**config.mk**
```make
export PLATFORM = sky130hd
export DESIGN_NAME = frabo_top
export DESIGN_NICKNAME = d
export VERILOG_FILES = /design/src/inc/frabo_pkg.sv /design/src/inc/frabo_alu_if.sv /design/src/rtl/frabo_alu.sv /design/src/rtl/frabo_top.sv
export VERILOG_INCLUDE_DIRS = /design/src /design/src/inc
export SDC_FILE = /design/constraint.sdc
export NUM_CORES = 1
export LEC_CHECK = 0
export ABC_CLOCK_PERIOD_IN_PS = 14200
export BUFFER_PORTS_ARGS = -buffer_cell sky130_fd_sc_hd__buf_2
export CORE_UTILIZATION = 50
export DETAILED_ROUTE_END_ITERATION = 7
export HOLD_SLACK_MARGIN = 0.05
export PLACE_DENSITY_LB_ADDON = 0.1
export SLEW_MARGIN = 20
export SYNTH_ARGS = -nofsm -noshare
export SYNTH_HDL_FRONTEND = slang
export SYNTH_SLANG_ARGS = --single-unit
```
**constraint.sdc**
```tcl
create_clock -name core_clk -period 14.2 [get_ports core_clk]
set_clock_uncertainty 0.2 [all_clocks]
set_input_delay 2.84 -clock core_clk [delete_from_list [all_inputs] [get_ports core_clk]]
set_output_delay 2.84 -clock core_clk [all_outputs]
set_load 0.02 [all_outputs]
```
**src/inc/frabo_defs.svh**
```systemverilog
// ----------------------------------------------------------------------
// frabo_defs.svh
// ----------------------------------------------------------------------
// offsets of instruction fields, opcode values, reset values
// assumes a 14-bit instruction word, 8-bit data, 128 file registers
`ifndef FRABO_DEFS_SVH
`define FRABO_DEFS_SVH

// instruction field positions
`define FRABO_MAJ_HI     13
`define FRABO_MAJ_LO     8
`define FRABO_BOP_HI     13
`define FRABO_BOP_LO     10
`define FRABO_DEST_BIT   7
`define FRABO_ADDR_HI    6
`define FRABO_ADDR_LO    0
`define FRABO_BSEL_HI    9
`define FRABO_BSEL_LO    7

// opcode values
`define FRABO_OPC_ADD    6'h07
`define FRABO_OPC_AND    6'h05
`define FRABO_OPC_BCLR   4'h4
`define FRABO_OPC_BTSZ   4'h6

// reset values
`define FRABO_ACC_RST    8'h00
`define FRABO_FLAG_RST   1'b0

// sizes
`define FRABO_FILE_DEPTH 128

`endif

```
**src/inc/frabo_pkg.sv**
```systemverilog
// ----------------------------------------------------------------------
// frabo_pkg: types of the file-register execute stage
// ----------------------------------------------------------------------
// assumes nothing beyond a SystemVerilog compiler
package frabo_pkg;

   typedef enum logic [2:0] {
      op_none,
      op_add,
      op_and,
      op_bclr,
      op_btest
   } frabo_op_t;

   typedef enum logic {
      st_run,
      st_idle
   } frabo_state_t;

endpackage

```
**src/inc/frabo_alu_if.sv**
```systemverilog
// ----------------------------------------------------------------------
// frabo_alu_if: operands and results between core and its alu
// ----------------------------------------------------------------------
// assumes the alu is purely combinational
interface frabo_alu_if;
   import frabo_pkg::*;

   frabo_op_t  op;
   logic [7:0] acc_in;
   logic [7:0] file_in;
   logic [2:0] bit_sel;
   logic [7:0] result;
   logic       carry_out;
   logic       nibble_out;
   logic       zero_out;
   logic       bit_val;

   modport core (
      output op,
      output acc_in,
      output file_in,
      output bit_sel,
      input  result,
      input  carry_out,
      input  nibble_out,
      input  zero_out,
      input  bit_val
   );

   modport alu (
      input  op,
      input  acc_in,
      input  file_in,
      input  bit_sel,
      output result,
      output carry_out,
      output nibble_out,
      output zero_out,
      output bit_val
   );

endinterface

```
**src/rtl/frabo_alu.sv**
```systemverilog
// ----------------------------------------------------------------------
// frabo_alu: add, and, bit clear and bit test on 8-bit operands
// ----------------------------------------------------------------------
// assumes operands are stable for the whole cycle; no state inside
module frabo_alu (
   frabo_alu_if.alu a
);
   import frabo_pkg::*;

   logic [4:0] low_sum;
   logic [8:0] full_sum;
   logic [7:0] mask;

   always_comb begin
      low_sum  = {1'b0, a.acc_in[3:0]} + {1'b0, a.file_in[3:0]};
      full_sum = {1'b0, a.acc_in} + {1'b0, a.file_in};
      mask     = 8'h01 << a.bit_sel;
      a.carry_out  = full_sum[8];
      a.nibble_out = low_sum[4];
      a.bit_val    = |(a.file_in & mask);
      case (a.op)
         op_add:  a.result = full_sum[7:0];
         op_and:  a.result = a.acc_in & a.file_in;
         op_bclr: a.result = a.file_in & ~mask;
         default: a.result = a.file_in;
      endcase
      a.zero_out = (a.result == 8'h00);
   end

endmodule // frabo_alu

```
**src/rtl/frabo_top.sv**
```systemverilog
// ----------------------------------------------------------------------
// frabo_top: execute stage for add, and, bit clear, bit test and skip
// ----------------------------------------------------------------------
// assumes a fetched instruction arrives each cycle on core_clk from
// logic in the same clock domain; other instructions are ignored here
//
// Functional notes
// - Opcode 00 0111 adds acc and file reg, updating carry, nibble, zero.
// - For add and and, dest bit 0 writes acc and 1 writes the file reg.
// - Opcode 00 0101 ands acc with file reg and changes only the zero flag.
// - Opcode 01 00bb clears bit b of the file reg with no flag change.
// - Opcode 01 10bb tests bit b and skips the next word when it is zero.
// - A taken skip drops the fetched next word and runs an idle cycle.
`include "frabo_defs.svh"

module frabo_top (
   input  wire logic        core_clk,
   input  wire logic        rst,
   input  wire logic [13:0] instr,
   input  wire logic        instr_valid,
   input  wire logic        ext_wr_en,
   input  wire logic [6:0]  ext_wr_addr,
   input  wire logic [7:0]  ext_wr_data,
   input  wire logic [6:0]  dbg_addr,
   output logic      [7:0]  dbg_data,
   output logic      [7:0]  acc,
   output logic             carry_flag,
   output logic             nibble_carry_flag,
   output logic             zero_flag,
   output logic             idle_cycle,
   output logic             skip_taken,
   output logic             exec_done
);
   import frabo_pkg::*;

   // ----------------------------------------------------------------
   // state
   // ----------------------------------------------------------------
   logic [7:0]   file_mem [`FRABO_FILE_DEPTH];
   frabo_state_t state;
   frabo_state_t next_state;
   logic [7:0]   next_acc;
   logic         next_carry_flag;
   logic         next_nibble_carry_flag;
   logic         next_zero_flag;
   logic         next_skip_taken;
   logic         next_exec_done;
   logic         next_wr_en;
   logic [6:0]   next_wr_addr;
   logic [7:0]   next_wr_data;
   logic [7:0]   next_dbg_data;

   frabo_op_t    op;
   logic [6:0]   f_addr;
   logic         dest_file;
   logic         to_acc;
   logic         to_file;

   frabo_alu_if  alu_bus ();

   frabo_alu u_alu (
      .a (alu_bus.alu)
   );

   // ----------------------------------------------------------------
   // decode
   // ----------------------------------------------------------------
   // in the idle slot the fetched word is dropped, whatever it holds
   always_comb begin
      f_addr    = instr[`FRABO_ADDR_HI:`FRABO_ADDR_LO];
      dest_file = instr[`FRABO_DEST_BIT];
      op        = op_none;
      if (instr_valid && state == st_run) begin
         if (instr[`FRABO_MAJ_HI:`FRABO_MAJ_LO] == `FRABO_OPC_ADD) begin
            op = op_add;
         end else if (instr[`FRABO_MAJ_HI:`FRABO_MAJ_LO]
                      == `FRABO_OPC_AND) begin
            op = op_and;
         end else if (instr[`FRABO_BOP_HI:`FRABO_BOP_LO]
                      == `FRABO_OPC_BCLR) begin
            op = op_bclr;
         end else if (instr[`FRABO_BOP_HI:`FRABO_BOP_LO]
                      == `FRABO_OPC_BTSZ) begin
            op = op_btest;
         end
      end
   end

   assign alu_bus.op      = op;
   assign alu_bus.acc_in  = acc;
   assign alu_bus.file_in = file_mem[f_addr];
   assign alu_bus.bit_sel = instr[`FRABO_BSEL_HI:`FRABO_BSEL_LO];

   // ----------------------------------------------------------------
   // write-back routing
   // ----------------------------------------------------------------
   // add and and pick their target by the destination bit; bit clear
   // always lands in the file register it read
   always_comb begin
      to_acc  = 1'b0;
      to_file = 1'b0;
      case (op)
         op_add, op_and: begin
            to_acc  = !dest_file;
            to_file = dest_file;
         end
         op_bclr: begin
            to_file = 1'b1;
         end
         default: begin
         end
      endcase
   end

   // ----------------------------------------------------------------
   // sequencer: skip slot and completion pulses
   // ----------------------------------------------------------------
   // a skip costs one whole cycle; the word fetched meanwhile is dropped
   // exec_done counts only real work, never ignored words or idle slots
   always_comb begin
      next_state      = st_run;
      next_skip_taken = 1'b0;
      next_exec_done  = (op != op_none);
      if (op == op_btest && !alu_bus.bit_val) begin
         next_state      = st_idle;
         next_skip_taken = 1'b1;
      end
   end

   always_ff @(posedge core_clk or posedge rst) begin
      if (rst) begin
         state      <= st_run;
         skip_taken <= 1'b0;
         exec_done  <= 1'b0;
      end else begin
         state      <= next_state;
         skip_taken <= next_skip_taken;
         exec_done  <= next_exec_done;
      end
   end

   // ----------------------------------------------------------------
   // accumulator and status flags
   // ----------------------------------------------------------------
   // and must leave carry and nibble carry alone: code that tests them
   // after an and still relies on the earlier add
   always_comb begin
      next_acc               = acc;
      next_carry_flag        = carry_flag;
      next_nibble_carry_flag = nibble_carry_flag;
      next_zero_flag         = zero_flag;
      case (op)
         op_add: begin
            next_carry_flag        = alu_bus.carry_out;
            next_nibble_carry_flag = alu_bus.nibble_out;
            next_zero_flag         = alu_bus.zero_out;
         end
         op_and: begin
            next_zero_flag = alu_bus.zero_out;
         end
         default: begin
         end
      endcase
      if (to_acc) begin
         next_acc = alu_bus.result;
      end
   end

   always_ff @(posedge core_clk or posedge rst) begin
      if (rst) begin
         acc               <= `FRABO_ACC_RST;
         carry_flag        <= `FRABO_FLAG_RST;
         nibble_carry_flag <= `FRABO_FLAG_RST;
         zero_flag         <= `FRABO_FLAG_RST;
      end else begin
         acc               <= next_acc;
         carry_flag        <= next_carry_flag;
         nibble_carry_flag <= next_nibble_carry_flag;
         zero_flag         <= next_zero_flag;
      end
   end

   // ----------------------------------------------------------------
   // file array write port
   // ----------------------------------------------------------------
   // the instruction's write-back beats an external write
   always_comb begin
      next_wr_en   = ext_wr_en;
      next_wr_addr = ext_wr_addr;
      next_wr_data = ext_wr_data;
      if (to_file) begin
         next_wr_en   = 1'b1;
         next_wr_addr = f_addr;
         next_wr_data = alu_bus.result;
      end
   end

   // no reset on the array: contents are undefined until written
   always_ff @(posedge core_clk) begin
      if (next_wr_en) begin
         file_mem[next_wr_addr] <= next_wr_data;
      end
   end

   // ----------------------------------------------------------------
   // observation port
   // ----------------------------------------------------------------
   // registered so the read path adds nothing to the write-back timing
   always_comb begin
      next_dbg_data = file_mem[dbg_addr];
   end

   always_ff @(posedge core_clk or posedge rst) begin
      if (rst) begin
         dbg_data <= 8'h00;
      end else begin
         dbg_data <= next_dbg_data;
      end
   end

   assign idle_cycle = (state == st_idle);

endmodule // frabo_top

```
==> PnR_summary.wiki <==
{| class="wikitable"
! Metric !! Value
|-
| Status || completed
|-
| Number of failing hold endpoints at the final stage || 0
|-
| Weighted congestion reported at the end of routability-driven placement || 0.885
|-
| PostCTS Resize Cnt || 0
|-
| Area taken by flip-flops and latches || 31300 µm²
|-
| PnR worst setup slack || 5080 ps
|-
| Overall routed net length || 160 mm
|-
| CP cell instances || buf_4 > buf_4 > inv_2 > buf_4 > o21ai_0 > nor2_1 > o21ai_0 > o211ai_1 > and2_1 > ha_1 > inv_1 > fa_1 > nor2b_1 > o21ai_0 > a21boi_0 > o21a_1 > o21ai_0 > a32o_1 > nand2_1 > nand2_4 > buf_4
|-
| Area fraction of the dominant cell type after synthesis || 61.7%
|-
| I/O pin count || 62
|-
| Mapped Cells || 2603
|-
| Critical Path Sink Type || register
|-
| Crit Path Category || input pin to register
|-
| NetSw || 0.00171 W
|-
| Depth of the CTS H-tree || 3
|-
| Reg2Reg Depth || 18
|-
| Via count of the first global-routing pass || 28837
|-
| Area of the multi-input gates || 17600 µm²
|-
| Stage delay of the slowest cell on the critical path || 790 ps
|-
| Number of antenna violations at the first check in global routing || 8
|-
| Required time reported for the critical path endpoint || 14370 ps
|-
| Max-slew violation count || 0
|-
| Transition time of the tightest slew-check pin || 1190 ps
|-
| Wire length per cell after detailed routing || 39.6 µm
|-
| Average via count per standard cell || 7.17
|-
| Worst R2R Setup Slack || 8010 ps
|-
| Setup fix buffers added after clock tree synthesis || 0
|-
| Total core area || 98600 µm²
|-
| Bufs on Longest Clock Path || 3
|-
| Post-DP HPWL || 105 mm
|-
| Static Leak || 17.4 nW
|-
| Post-synthesis cell type with the largest combined area || sky130_fd_sc_hd__edfxtp_1
|-
| Critical R2R Capture || file_mem[23][6]
|-
| Pwr Density || 128 nW/µm²
|-
| Count of buffers from port buffering || 61
|-
| Total internal power || 0.00533 W
|-
| Minimum clock period || 9120 ps
|-
| Worst slack after detailed placement || 4470 ps
|-
| Worst max-slew margin expressed relative to the limit || 20.2%
|-
| Residual DRC count || 0
|-
| Part of the power in the clock network || 41.1%
|-
| Initial Util || 50.6%
|-
| Synth area leaders || sky130_fd_sc_hd__edfxtp_1 62%, sky130_fd_sc_hd__mux4_2 25%, sky130_fd_sc_hd__mux2i_1 2.6%
|-
| Startpoint type of the worst setup path || input pin
|-
| Slowest-stage cell, CP || sky130_fd_sc_hd__o21ai_0
|-
| Portion of total power attributed to sequential cells || 48.8%
|-
| Vias after detailed routing || 28913
|-
| Proportion of synthesized chip area in sequential cells || 62.7%
|-
| RSZ-0062 raised after global routing || false
|-
| Overflow left after global routing || 0
|-
| Final Setup Violations || 0
|-
| Quantity of hold-fixing buffers added after cts || 0
|-
| Warning count from the yosys run || 0
|-
| Inserted Clock Buffers || 111
|-
| Avg Synthesized Cell Area || 19.2 µm²
|-
| Max-cap violation count || 0
|-
| Crit path arrival time || 9290 ps
|-
| Net switching fraction of the power || 24.3%
|-
| Clock latency on the worst-skew pair || 720 ps
|-
| Filler cell count || 7426
|-
| Count of TritonRoute iterations in the first routing pass || 6
|-
| Hold path endpoint || carry_flag
|-
| Worst min-delay path category || register to register
|-
| Share of layout cells above drive strength 1 || 34.4%
|-
| Max Freq || 110 MHz
|-
| Final net count || 2698
|-
| Final total negative setup slack || 0 ps
|-
| Pin count of the biggest net entering global routing || 109
|-
| Row count || 115
|-
| Chip Height || 318 µm
|-
| Most frequent cells after synthesis || 1024 x sky130_fd_sc_hd__edfxtp_1, 543 x sky130_fd_sc_hd__mux4_2, 170 x sky130_fd_sc_hd__nor2_1
|-
| Min-Delay Path Depth || 2
|-
| Finished Layout Cells || 4034
|-
| Startpoint of the tightest hold check path || carry_flag
|-
| Area overhead of the layout relative to synthesis || 10.7%
|-
| Post-synth cell types || 74
|-
| Share of total power in combinational logic || 10.0%
|-
| Period Utilization, post-route || 64.2%
|-
| Wire length of the first global-routing pass || 226 mm
|-
| Global-route usage over all layers || 32.1%
|-
| Largest fanout of any net on the critical path || 72
|-
| Reg-to-reg critical path startpoint || file_mem[23][0]
|-
| Die footprint || 101000 µm²
|-
| Number of nets produced by synthesis || 2652
|-
| Most common cell in the synthesized netlist || sky130_fd_sc_hd__edfxtp_1
|-
| IR drop worst, VDD || 108 µV
|-
| Total of flip-flops plus latches after synthesis || 1045
|-
| Clock-pin transition on the worst setup and hold timing paths || 60 ps
|-
| Initial DRC Count || 4512
|-
| Antenna-violating nets left || 0
|-
| CTS tree || built
|-
| Die X-Extent || 318 µm
|-
| Fraction of synthesis flops using an asynchronous set or reset pin || 2.01%
|-
| Count of clock tree sinks || 1045
|-
| Post-synthesis instance area || 49800 µm²
|-
| Dominant synthesized flop cell || sky130_fd_sc_hd__edfxtp_1
|-
| Placed instance count || 3822
|-
| Count of flip-flops with a built-in enable after synthesis || 1024
|-
| Library cell used as clock root buffer || sky130_fd_sc_hd__clkbuf_16
|}
==> per-layer routing <==
layer	share of wire (%)	GRT usage [%]	vias to the layer above
met1	39	46.3	15534
met4	3.5	9.68	10
met5	0.039	0	-
met3	12	7.90	292
li1	-	-	11237
met2	46	48.7	1840
==> layout by cell type (no fill, tap or decap), drive strengths merged, types with 34 or more instances in the layout <==
cell,netlist,routed
a22oi,36,36
buf,102,138
clkbuf,104,125
clkinv,2,66
edfxtp,1024,1024
mux2,34,34
mux2i,130,130
mux4,543,543
nand2,81,81
nor2,170,170
o21ai,43,43
==> critical path: cells and delay by family <==
family	cells	cell delay (ps)
AND/OR/NAND/NOR	5	980
AO/OA/AOI/OAI	8	2410
buffers and inverters	6	2470
adder cells (fa/ha/maj)	2	410
==> how the worst max path moves through the flow <==
stage	startpoint	endpoint
floorplan	instr[0]	file_mem[0][7]
global placement	instr[0]	file_mem[112][7]
detailed placement	instr[0]	file_mem[70][6]
CTS	instr[0]	file_mem[4][6]
global route	instr[0]	file_mem[4][6]
finish	instr[2]	file_mem[23][6]
==> area by class of cell <==
type                            instances  share of cell area, %
Sequential cell                      1045                   56.7
Multi-Input combinational cell       1336                   31.9
Clock buffer                          124                   5.20
Tap cell                             1287                   2.92
Timing Repair Buffer                  139                   1.83
Clock inverter                         84                   1.35
Inverter                               16                  0.109
Antenna cell                            3                 0.0136
==> registers in the layout, summed over array words and instances (netlist names) <==
name / count
acc: 8
carry_flag: 1
dbg_data: 8
exec_done: 1
file_mem: 1024
idle_cycle: 1
nibble_carry_flag: 1
zero_flag: 1
==> power by group through the flow <==
| stage | Sequential (W) | Combinational, W | Clock (W) |
|---|---|---|---|
| after detailed placement | 0.00350 | 0.000694 | 0 |
| final | 0.00344 | 0.000706 | 0.00290 |
| after global placement | 0.00350 | 0.000688 | 0 |
| after floorplan | 0.00352 | 0.000419 | 0 |
| after global routing | 0.00344 | 0.000732 | 0.00304 |
| after CTS | 0.00344 | 0.000695 | 0.00292 |
==> kinds of logic after synthesis <==
| kind of cell | Yosys count | share of synthesized area [%] |
|---|---|---|
| buf+inv | 222 | 2.14 |
| simple gates | 384 | 3.55 |
| compound gates | 231 | 3.33 |
| flops | 1045 | 62.7 |
| fa+ha+maj | 9 | 0.241 |
| mux | 707 | 27.9 |
| xor+xnor | 5 | 0.0879 |
==> stage by stage <==
stage	total power, W	cell area, µm²	util (%)	hold slack [ps]
6_report	0.00704	55200	56.0	342
5_1_grt	0.00721	55200	56.0	387
4_1_cts	0.00706	55100	55.9	345
3_5_place_dp	0.00420	51500	52.3	332
3_3_place_gp	0.00419	51500	52.3	311
2_1_floorplan	0.00394	49800	-	437
Note: power is estimated with default switching activity, not from simulation.
